$ cat src/rx_ptr_path_pkg.sv
// constants, register map and carrier types for the receive pointer/path configuration block
package rx_ptr_path_pkg;

  // ----------------------------------------------------------------
  // register indices (byte register number, address = 4 * index)
  // ----------------------------------------------------------------
  localparam logic [7:0] IDX_PATH_CFG1   = 8'h80;
  localparam logic [7:0] IDX_PATH_CFG2   = 8'h81;
  localparam logic [7:0] IDX_ADAPT_CFG   = 8'h90;
  localparam logic [7:0] IDX_NEG_CNT_LO  = 8'h91;
  localparam logic [7:0] IDX_NEG_CNT_HI  = 8'h92;
  localparam logic [7:0] IDX_POS_CNT_LO  = 8'h93;
  localparam logic [7:0] IDX_POS_CNT_HI  = 8'h94;
  localparam logic [7:0] IDX_EXP_LABEL   = 8'h82;
  localparam int         ADDR_LSB        = 2;

  // ----------------------------------------------------------------
  // field positions and reset values
  // ----------------------------------------------------------------
  localparam int         CFG1_RDI_SEL    = 7;
  localparam int         CFG1_SLM_SEL    = 6;
  localparam int         CFG1_TRACE_LEN  = 5;
  localparam int         CFG1_AIS_FRC    = 4;
  localparam int         CFG1_AIS_EN     = 3;
  localparam int         CFG1_B3_MODE    = 2;
  localparam int         CFG1_REI_MODE   = 1;
  localparam int         CFG2_RDI_SLM    = 6;
  localparam int         CFG2_PULSE_SEL  = 5;
  localparam int         CFG2_RDI_UNEQ   = 4;
  localparam int         CFG2_B3_QUAL    = 3;
  localparam int         CFG2_N1_QUAL    = 2;
  localparam int         ADAPT_AIS_EN    = 2;
  localparam int         ADAPT_AIS_FRC   = 1;
  localparam int         ADAPT_SS_EN     = 0;
  localparam logic [7:0] CFG1_MASK       = 8'hFE;
  localparam logic [7:0] CFG2_MASK       = 8'h7F;
  localparam logic [7:0] ADAPT_MASK      = 8'h07;
  localparam logic [7:0] CFG_RESET       = 8'h00;
  localparam logic [1:0] J1_QUAL_ZERO    = 2'h2;
  localparam logic [1:0] SS_EXPECTED     = 2'h2;
  localparam logic [1:0] MFRAME_START    = 2'h0;

  // ----------------------------------------------------------------
  // counts
  // ----------------------------------------------------------------
  localparam int         JUST_W          = 11;
  localparam logic [2:0] RDI_PERSIST_LO  = 3'h3;
  localparam logic [2:0] RDI_PERSIST_HI  = 3'h5;
  localparam logic [2:0] SLM_COUNT_LO    = 3'h3;
  localparam logic [2:0] SLM_COUNT_HI    = 3'h5;
  localparam logic [2:0] UNEQ_FRAMES     = 3'h5;
  localparam logic [6:0] TRACE_LEN_LO    = 7'h10;
  localparam logic [6:0] TRACE_LEN_HI    = 7'h40;

  // ----------------------------------------------------------------
  // carrier types
  // ----------------------------------------------------------------
  typedef struct packed {
    logic       frame_strobe;
    logic       j1_strobe;
    logic       pointer_valid;
    logic [1:0] ss_bits;
    logic       neg_just;
    logic       pos_just;
    logic       neg_just_retime;
    logic       pos_just_retime;
    logic [7:0] g1_byte;
    logic [7:0] c2_byte;
    logic [7:0] n1_byte;
    logic [7:0] j1_byte;
    logic [1:0] h4_phase;
    logic       b3_error;
    logic [3:0] b3_bit_errors;
  } frame_info_t;

  typedef struct packed {
    logic       adapt_ais;
    logic       path_ais;
    logic       loss_of_pointer_alarm;
    logic [2:0] path_remote_defect_status;
    logic       label_mismatch_alarm;
    logic       path_unequipped_alarm;
    logic       insert_rdi;
    logic       trace_byte_enable_output;
    logic [6:0] trace_length;
    logic [3:0] parity_increment;
    logic [3:0] remote_error_increment;
  } path_status_t;

  typedef enum logic [1:0] {
    PULSE_IDLE   = 2'b01,
    PULSE_SECOND = 2'b10
  } pulse_state_t;

endpackage : rx_ptr_path_pkg

$ cat src/rx_ptr_path_cfg.sv
// receive pointer adaptation and path termination configuration with AHB-Lite registers
// Overview of operation
// - adaptation auto AIS enable passes adaptation AIS status logic toward path stage
// - adaptation AIS force sends AIS toward path stage unconditionally
// - SS check enabled: pointer SS bits must be 10, else loss of pointer
// - 11-bit counter counts received negative pointer justifications
// - separate 11-bit counter counts received positive pointer justifications
// - write to counter high byte copies count to holding buffer and clears it
// - retiming-generated justifications do not count while retiming is enabled
// - RDI status updates after N equal G1 RDI values; select 0 means 3
// - label mismatch status updates after 3 or 5 mismatches, selected by bit
// - trace string length is 16 bytes for bit 0, 64 bytes for 1
// - path AIS force sends AIS toward path adaptation unconditionally
// - path auto AIS enable passes path AIS status logic toward adaptation
// - B3 counter counts bit errors in mode 0, block errors in mode 1
// - REI counter counts bit errors in mode 0, block errors in mode 1
// - enabled label mismatch alarm inserts RDI into transmitted G1
// - trace pulse single each frame; mode 1 doubles it every multiframe start
// - enabled unequipped alarm updates transmitted G1 RDI bits
// - B3 qualify needs 5 consecutive error-free frames for unequipped alarm
// - N1 qualify needs zero N1 in 5 consecutive frames for unequipped alarm
// - J1 qualify code 00 ignores J1, code 10 needs 5 zero J1 frames
`timescale 1ns/1ps

module rx_ptr_path_cfg
  import rx_ptr_path_pkg::*;
(
  // clock and reset
  input  wire logic         sys_clk,
  input  wire logic         nrst,
  // ahb-lite slave
  input  wire logic         hsel,
  input  wire logic [31:0]  haddr,
  input  wire logic [1:0]   htrans,
  input  wire logic         hwrite,
  input  wire logic [2:0]   hsize,
  input  wire logic [31:0]  hwdata,
  input  wire logic         hready,
  output logic       [31:0] hrdata,
  output logic              hreadyout,
  output logic              hresp,
  // frame events and stage status
  input  frame_info_t       frame_in,
  input  wire logic         receive_retiming_disable,
  input  wire logic         adapt_alarm_signal_gen_status,
  input  wire logic         path_alarm_signal_gen_status,
  // status and control out
  output path_status_t      status_out
);

  // ----------------------------------------------------------------
  // helpers
  // ----------------------------------------------------------------
  function automatic logic [7:0] reg_index(input logic [31:0] a);
    reg_index = a[ADDR_LSB+7:ADDR_LSB];
  endfunction : reg_index

  function automatic logic [2:0] sat_inc(input logic [2:0] v, input logic [2:0] lim);
    sat_inc = (v >= lim) ? lim : v + 3'h1;
  endfunction : sat_inc

  // ----------------------------------------------------------------
  // bus slave
  // ----------------------------------------------------------------
  logic       wr_pend_q, wr_pend_d;
  logic [7:0] wr_idx_q, wr_idx_d;
  logic [7:0] cfg1_q, cfg1_d;
  logic [7:0] cfg2_q, cfg2_d;
  logic [7:0] adapt_q, adapt_d;
  logic [7:0] exp_label_q, exp_label_d;
  logic [31:0] rdata_q, rdata_d;
  logic [JUST_W-1:0] neg_cnt_q, neg_cnt_d, pos_cnt_q, pos_cnt_d;
  logic [JUST_W-1:0] neg_hold_q, neg_hold_d, pos_hold_q, pos_hold_d;
  logic       addr_phase;
  logic       neg_snap, pos_snap;

  assign addr_phase = hsel && hready && htrans[1];
  assign hreadyout  = 1'b1;
  assign hresp      = 1'b0;
  assign hrdata     = rdata_q;
  assign neg_snap   = wr_pend_q && (wr_idx_q == IDX_NEG_CNT_HI);
  assign pos_snap   = wr_pend_q && (wr_idx_q == IDX_POS_CNT_HI);

  always_comb begin
    wr_pend_d   = addr_phase && hwrite;
    wr_idx_d    = addr_phase ? reg_index(haddr) : wr_idx_q;
    cfg1_d      = cfg1_q;
    cfg2_d      = cfg2_q;
    adapt_d     = adapt_q;
    exp_label_d = exp_label_q;
    rdata_d     = rdata_q;
    if (wr_pend_q) begin
      unique case (wr_idx_q)
        IDX_PATH_CFG1: cfg1_d      = hwdata[7:0] & CFG1_MASK;
        IDX_PATH_CFG2: cfg2_d      = hwdata[7:0] & CFG2_MASK;
        IDX_ADAPT_CFG: adapt_d     = hwdata[7:0] & ADAPT_MASK;
        IDX_EXP_LABEL: exp_label_d = hwdata[7:0];
        default:       ;
      endcase
    end
    if (addr_phase && !hwrite) begin
      rdata_d = '0;
      unique case (reg_index(haddr))
        IDX_PATH_CFG1:  rdata_d[7:0] = cfg1_q;
        IDX_PATH_CFG2:  rdata_d[7:0] = cfg2_q;
        IDX_ADAPT_CFG:  rdata_d[7:0] = adapt_q;
        IDX_EXP_LABEL:  rdata_d[7:0] = exp_label_q;
        IDX_NEG_CNT_LO: rdata_d[7:0] = neg_hold_q[7:0];
        IDX_NEG_CNT_HI: rdata_d[JUST_W-9:0] = neg_hold_q[JUST_W-1:8];
        IDX_POS_CNT_LO: rdata_d[7:0] = pos_hold_q[7:0];
        IDX_POS_CNT_HI: rdata_d[JUST_W-9:0] = pos_hold_q[JUST_W-1:8];
        default:        rdata_d = '0;
      endcase
    end
  end

  // ----------------------------------------------------------------
  // justification counters
  // ----------------------------------------------------------------
  logic neg_evt, pos_evt;

  assign neg_evt = frame_in.neg_just && !(frame_in.neg_just_retime && !receive_retiming_disable);
  assign pos_evt = frame_in.pos_just && !(frame_in.pos_just_retime && !receive_retiming_disable);

  always_comb begin
    neg_hold_d = neg_snap ? neg_cnt_q : neg_hold_q;
    pos_hold_d = pos_snap ? pos_cnt_q : pos_hold_q;
    neg_cnt_d  = neg_snap ? '0 : neg_cnt_q;
    pos_cnt_d  = pos_snap ? '0 : pos_cnt_q;
    if (neg_evt) begin
      neg_cnt_d = neg_cnt_d + JUST_W'(1);
    end
    if (pos_evt) begin
      pos_cnt_d = pos_cnt_d + JUST_W'(1);
    end
  end

  // ----------------------------------------------------------------
  // path alarms
  // ----------------------------------------------------------------
  logic [2:0] rdi_last_q, rdi_last_d, rdi_stat_q, rdi_stat_d;
  logic [2:0] rdi_run_q, rdi_run_d;
  logic [2:0] slm_run_q, slm_run_d;
  logic       slm_q, slm_d;
  logic [2:0] b3_run_q, b3_run_d, n1_run_q, n1_run_d, j1_run_q, j1_run_d;
  logic       lop_q, lop_d;
  logic       c2_zero_q, c2_zero_d;
  logic [2:0] rdi_need, slm_need;
  logic       uneq;

  assign rdi_need = cfg1_q[CFG1_RDI_SEL] ? RDI_PERSIST_HI : RDI_PERSIST_LO;
  assign slm_need = cfg1_q[CFG1_SLM_SEL] ? SLM_COUNT_HI : SLM_COUNT_LO;
  assign uneq = c2_zero_q
              && (!cfg2_q[CFG2_B3_QUAL] || b3_run_q == UNEQ_FRAMES)
              && (!cfg2_q[CFG2_N1_QUAL] || n1_run_q == UNEQ_FRAMES)
              && ((cfg2_q[1:0] != J1_QUAL_ZERO) || j1_run_q == UNEQ_FRAMES);

  always_comb begin
    rdi_last_d = rdi_last_q;
    rdi_run_d  = rdi_run_q;
    rdi_stat_d = rdi_stat_q;
    slm_run_d  = slm_run_q;
    slm_d      = slm_q;
    b3_run_d   = b3_run_q;
    n1_run_d   = n1_run_q;
    j1_run_d   = j1_run_q;
    lop_d      = lop_q;
    c2_zero_d  = c2_zero_q;
    if (frame_in.pointer_valid) begin
      lop_d = adapt_q[ADAPT_SS_EN] && (frame_in.ss_bits != SS_EXPECTED);
    end
    if (frame_in.frame_strobe) begin
      rdi_last_d = frame_in.g1_byte[3:1];
      rdi_run_d  = (frame_in.g1_byte[3:1] == rdi_last_q) ? sat_inc(rdi_run_q, rdi_need) : 3'h1;
      if (rdi_run_d >= rdi_need) begin
        rdi_stat_d = frame_in.g1_byte[3:1];
      end
      if (frame_in.c2_byte != exp_label_q) begin
        slm_run_d = sat_inc(slm_run_q, slm_need);
        slm_d     = slm_q || (slm_run_d >= slm_need);
      end else begin
        slm_run_d = '0;
        slm_d     = 1'b0;
      end
      b3_run_d = frame_in.b3_error ? 3'h0 : sat_inc(b3_run_q, UNEQ_FRAMES);
      n1_run_d = (frame_in.n1_byte != 8'h00) ? 3'h0 : sat_inc(n1_run_q, UNEQ_FRAMES);
      j1_run_d = (frame_in.j1_byte != 8'h00) ? 3'h0 : sat_inc(j1_run_q, UNEQ_FRAMES);
      c2_zero_d = (frame_in.c2_byte == 8'h00);
    end
  end

  // ----------------------------------------------------------------
  // trace byte pulse
  // ----------------------------------------------------------------
  pulse_state_t pulse_q, pulse_d;
  logic         pulse_out;
  logic         trace_en_q, trace_en_d;

  always_comb begin
    pulse_d   = PULSE_IDLE;
    pulse_out = 1'b0;
    unique case (pulse_q)
      PULSE_IDLE: begin
        if (frame_in.j1_strobe) begin
          pulse_out = 1'b1;
          if (cfg2_q[CFG2_PULSE_SEL] && frame_in.h4_phase == MFRAME_START) begin
            pulse_d = PULSE_SECOND;
          end
        end
      end
      PULSE_SECOND: begin
        pulse_d = PULSE_IDLE;
      end
    endcase
    trace_en_d = pulse_out || (pulse_q == PULSE_SECOND);
  end

  always_comb begin
    status_out.adapt_ais = adapt_q[ADAPT_AIS_FRC]
                         || (adapt_q[ADAPT_AIS_EN] && adapt_alarm_signal_gen_status);
    status_out.path_ais  = cfg1_q[CFG1_AIS_FRC]
                         || (cfg1_q[CFG1_AIS_EN] && path_alarm_signal_gen_status);
    status_out.loss_of_pointer_alarm     = lop_q;
    status_out.path_remote_defect_status = rdi_stat_q;
    status_out.label_mismatch_alarm      = slm_q;
    status_out.path_unequipped_alarm     = uneq;
    status_out.insert_rdi = (cfg2_q[CFG2_RDI_SLM] && slm_q)
                          || (cfg2_q[CFG2_RDI_UNEQ] && uneq);
    status_out.trace_byte_enable_output  = trace_en_q;
    status_out.trace_length = cfg1_q[CFG1_TRACE_LEN] ? TRACE_LEN_HI : TRACE_LEN_LO;
    status_out.parity_increment = cfg1_q[CFG1_B3_MODE] ? {3'h0, frame_in.b3_error}
                                                       : frame_in.b3_bit_errors;
    status_out.remote_error_increment = cfg1_q[CFG1_REI_MODE]
                                      ? {3'h0, frame_in.g1_byte[7:4] != 4'h0}
                                      : frame_in.g1_byte[7:4];
  end

  // ----------------------------------------------------------------
  // registers
  // ----------------------------------------------------------------
  always_ff @(posedge sys_clk or negedge nrst) begin
    if (!nrst) begin
      wr_pend_q   <= 1'b0;
      wr_idx_q    <= '0;
      cfg1_q      <= CFG_RESET;
      cfg2_q      <= CFG_RESET;
      adapt_q     <= CFG_RESET;
      exp_label_q <= CFG_RESET;
      rdata_q     <= '0;
      neg_cnt_q   <= '0;
      pos_cnt_q   <= '0;
      neg_hold_q  <= '0;
      pos_hold_q  <= '0;
      rdi_last_q  <= '0;
      rdi_run_q   <= '0;
      rdi_stat_q  <= '0;
      slm_run_q   <= '0;
      slm_q       <= 1'b0;
      b3_run_q    <= '0;
      n1_run_q    <= '0;
      j1_run_q    <= '0;
      lop_q       <= 1'b0;
      c2_zero_q   <= 1'b0;
      pulse_q     <= PULSE_IDLE;
      trace_en_q  <= 1'b0;
    end else begin
      wr_pend_q   <= wr_pend_d;
      wr_idx_q    <= wr_idx_d;
      cfg1_q      <= cfg1_d;
      cfg2_q      <= cfg2_d;
      adapt_q     <= adapt_d;
      exp_label_q <= exp_label_d;
      rdata_q     <= rdata_d;
      neg_cnt_q   <= neg_cnt_d;
      pos_cnt_q   <= pos_cnt_d;
      neg_hold_q  <= neg_hold_d;
      pos_hold_q  <= pos_hold_d;
      rdi_last_q  <= rdi_last_d;
      rdi_run_q   <= rdi_run_d;
      rdi_stat_q  <= rdi_stat_d;
      slm_run_q   <= slm_run_d;
      slm_q       <= slm_d;
      b3_run_q    <= b3_run_d;
      n1_run_q    <= n1_run_d;
      j1_run_q    <= j1_run_d;
      lop_q       <= lop_d;
      c2_zero_q   <= c2_zero_d;
      pulse_q     <= pulse_d;
      trace_en_q  <= trace_en_d;
    end
  end

endmodule : rx_ptr_path_cfg

$ cat config.mk
export PLATFORM = sky130hd
export DESIGN_NAME = rx_ptr_path_cfg
export DESIGN_NICKNAME = d
export VERILOG_FILES = /design/src/rx_ptr_path_pkg.sv /design/src/rx_ptr_path_cfg.sv
export SDC_FILE = /design/constraint.sdc
export NUM_CORES = 1
export LEC_CHECK = 0
export ABC_AREA = 1
export BUFFER_PORTS_ARGS = -buffer_cell sky130_fd_sc_hd__buf_2
export CORE_MARGIN = 4
export CORE_UTILIZATION = 53
export CTS_CLUSTER_DIAMETER = 150
export DETAILED_ROUTE_END_ITERATION = 8
export PLACE_DENSITY_LB_ADDON = 0.12
export SYNTH_ARGS = -nofsm -noshare
export SYNTH_HDL_FRONTEND = slang
export SYNTH_SLANG_ARGS = --single-unit
$ cat constraint.sdc
create_clock -name sys_clk -period 2.4 [get_ports sys_clk]
set_input_delay 0.48 -clock sys_clk [delete_from_list [all_inputs] [get_ports sys_clk]]
set_output_delay 0.48 -clock sys_clk [all_outputs]
set_load 0.05 [all_outputs]
==> results by group <==
Setup path
  – Kind of critical path: flop to primary output
  – Most used cell along the critical path: nand2_1
  – Req. time, crit path: 1.92 ns
  – Critical path fanouts, max: 2
  – Critical path launch point type: flop
  – CP Capture Type: primary output
  – Max incr delay on CP: 0.38 ns
  – Critical-path cell list: inv_1, ha_2, nand2_2, nand3_1, nand2_1, a211oi_2, nand2_1, o21ai_2, buf_6
  – Crit-path slowest cell: dfrtp_1
  – CP Data Arrival Time: 1.78 ns

Logic synthesis
  – Mapped cell area: roughly 6400 um2
  – Distinct cells, synth: 44
  – Area leader, netlist: dfrtp_1
  – Post-synth top area share: 43.73%
  – Post-synthesis register bit count: ~110
  – Synth area leaders: dfrtp_1 (44%), nand2_1 (13%), inv_1 (5.4%), nand3_1 (5.1%), buf_4 (4.7%)
  – Most numerous cell in the Yosys netlist: nand2_1
  – Post-Syn Area per Cell: ~7.9 um2
  – Ys async rst share: 100.0%
  – EDFF count, synth: 0
  – Synth warn: 0
  – Register area share after synthesis: 44.14%
  – Synth Flop Type: dfrtp_1
  – Post-synthesis cell count: 809
  – Synth cell count leaders: nand2_1 (215), dfrtp_1 (112), inv_1 (92)

GRT
  – Overflow after GRT: 0
  – Vias in the first global route: about 5300
  – Gr usage total: 21.78%
  – Initial antenna violation count: 0
  – Largest net degree at the start of global routing: 52
  – First-pass GRT wire length: 24720 um

Routing
  – Final ANT Viol Nets: 0
  – # DRC: 0
  – Vias/cell: 5.089
  – Overall routed net length: 14690 um
  – Drt first pass iters: 6
  – Initial DRC count: approximately 370
  – Vias: roughly 5500
  – Drt wl/cell: 13.71 um

Timing
  – Final hold vios: 0
  – Fin crit period: 2.259 ns
  – Fmax: approximately 440 MHz
  – Slew headroom: 59.05%
  – Max-slew violation count: 0
  – WHS: 0.04580 ns
  – Setup Skew: 0.006284 ns
  – RSZ-0062 raised after global routing: true
  – Setup TNS: 0 ns
  – Final setup viols: 0
  – Least-Margin Pin Slew: 0.6136 ns
  – Final period util: between 90% and 100%

CTS
  – TritonCTS Buffers: 17
  – CTS sink cnt: 113
  – CTS Root Cell: clkbuf_16
  – CTS tree: built
  – Clock latency on the worst-skew pair: 0.41 ns
  – Hold_buf cts: 0
  – CTS Buffer Depth: 2
  – Htree depth: 4
  – Clk slew on worst S/H paths: 0.05 ns

Layout
  – Area delta synth->final: 17.20%
  – Fin nets: 1061
  – Layout cells sized above 1: 22.39%
  – Final instance area: around 7500 um2
  – # diodes: 0
  – Fin util: between 60% and 70%
  – Fillcell total: approximately 1000

Floorplanning
  – Die ar.: 13910 um2
  – Initial Util: around 55%
  – Die width: 118.0 um
  – Cell row count: 39
  – Core ar.: 11610 um2
  – IO Pins: 184
  – Die boundary height: 118.0 um

Placed design
  – Placed inst area: 6925 um2
  – DP Wirelength: ~11000 um
  – Buffers on Ports: 99
  – Gpl congestion: 0.8389

Job
  – Max Cap Violations: 0

Status
  – Outcome: finished clean

Pwr
  – Maximum vdd ir drop: about 0.5 mV
  – Leakage: ~0.0041 uW
  – Pwr dens: between 800 and 900 nW/um2

Min path
  – Hold Crit Class: input port to asynchronous set/reset pin
[worst max-delay path: cells and delay by family, from the launching register on]
| kind | cells | cell delay, ns |
|---|---|---|
| compound gates | 2 | 0.26 |
| fa+ha+maj | 1 | 0.18 |
| buf+inv | 2 | 0.25 |
| flops | 1 | 0.38 |
| simple gates | 4 | 0.30 |
[power by group]
group	internal [uW]	switching [uW]
Sequential	2210	263
Combinational	570	1150
Clock	1460	827
Total	4240	2240
[path summary, 6_finish.rpt]
kind                                   to    startpoint  depth (start not counted)  slack [ns]
max                        status_out[16]   j1_run_q[1]                          9        0.14
min                           b3_run_q[0]          nrst                          1        0.05
max reg2reg                 rdi_stat_q[0]     cfg1_q[7]                         12        0.20
min reg2reg                 pos_hold_q[7]  pos_cnt_q[7]                          2        0.48
max in group asynchronous      pulse_q[0]          nrst                          2        1.69
min in group sys_clk                lop_q  frame_in[45]                          2        0.26
[cell type report]
| type | instances | area (um2) | area share (%) |
|---|---|---|---|
| clock inverters | 6 | 30.03 | 0.3998 |
| multi-input cells | 573 | 2952 | 39.30 |
| flip-flops and latches | 113 | 2830 | 37.68 |
| clock buffers | 24 | 511.7 | 6.813 |
| repair buffers | 116 | 644.4 | 8.579 |
| well taps | 143 | 178.9 | 2.382 |
| inverters | 97 | 364.1 | 4.848 |
[per-stage QoR]
stage / worst slack [ns] / total power (uW) / instances
2_1_floorplan: 0.3041 / 3805 / 838
3_3_place_gp: 0.3126 / 4121 / 1040
3_5_place_dp: 0.2092 / 4183 / 1040
4_1_cts: 0.001835 / 6486 / 1072
5_1_grt: 0.001120 / 6867 / 1072
6_report: 0.1405 / 6475 / 1072
[routing by layer]
layer	part of all wire, %	global-route usage (%)	vias up	wire (um)
li1	-	-	2724	-
met1	43	26.83	2560	6274
met2	50	36.94	149	7391
met3	5.4	6.872	22	797
met4	1.6	6.081	0	229
met5	0	0	-	0
[cells by family after synthesis]
group | after synthesis | share of synthesized area (%)
compound gates | 93 | 8.630
buf+inv | 152 | 11.83
mux | 2 | 0.4099
fa+ha+maj | 18 | 3.514
simple gates | 410 | 28.76
other cells | 2 | 0.1172
xor+xnor | 19 | 2.597
flops | 113 | 44.14
[what timing repair did]
item                       in CTS  in global routing
pin swaps                       1                  2
setup endpoints to repair       2                  6
resized for setup               2                  8
buffers inserted                2                  0
[registers in the layout, summed over array words and instances (netlist names), 7 cells and up]
name         count
cfg2_q           7
neg_hold_q      11
wr_idx_q         8
pos_cnt_q       11
exp_label_q      8
neg_cnt_q       11
cfg1_q           7
pos_hold_q      11
hrdata           8
[placed cells by master, fill, tap and decap left out, types with 3 or more instances in the layout]
master,Yosys,layout
buf_4,40,17
nand2_1,215,214
inv_1,92,92
nand4_1,7,7
nand2_2,10,11
nor2_1,69,69
o21ai_0,48,47
nor2_4,4,4
a21o_1,3,3
nand3_2,6,6
xor2_1,15,15
clkbuf_16,0,17
inv_2,5,5
or2_2,4,4
dfrtp_1,112,111
clkbuf_8,0,6
buf_2,6,97
nor2_2,5,5
nor4_1,5,5
a21oi_1,12,10
nand3_1,65,65
o21ai_2,14,15
o21ai_1,4,4
xnor2_1,4,4
nor3_1,9,9
nand3b_1,4,4
o211ai_1,3,3
conb_1,2,31
ha_1,18,17
clkinv_2,0,6
Note: power is estimated with default switching activity, not from simulation.
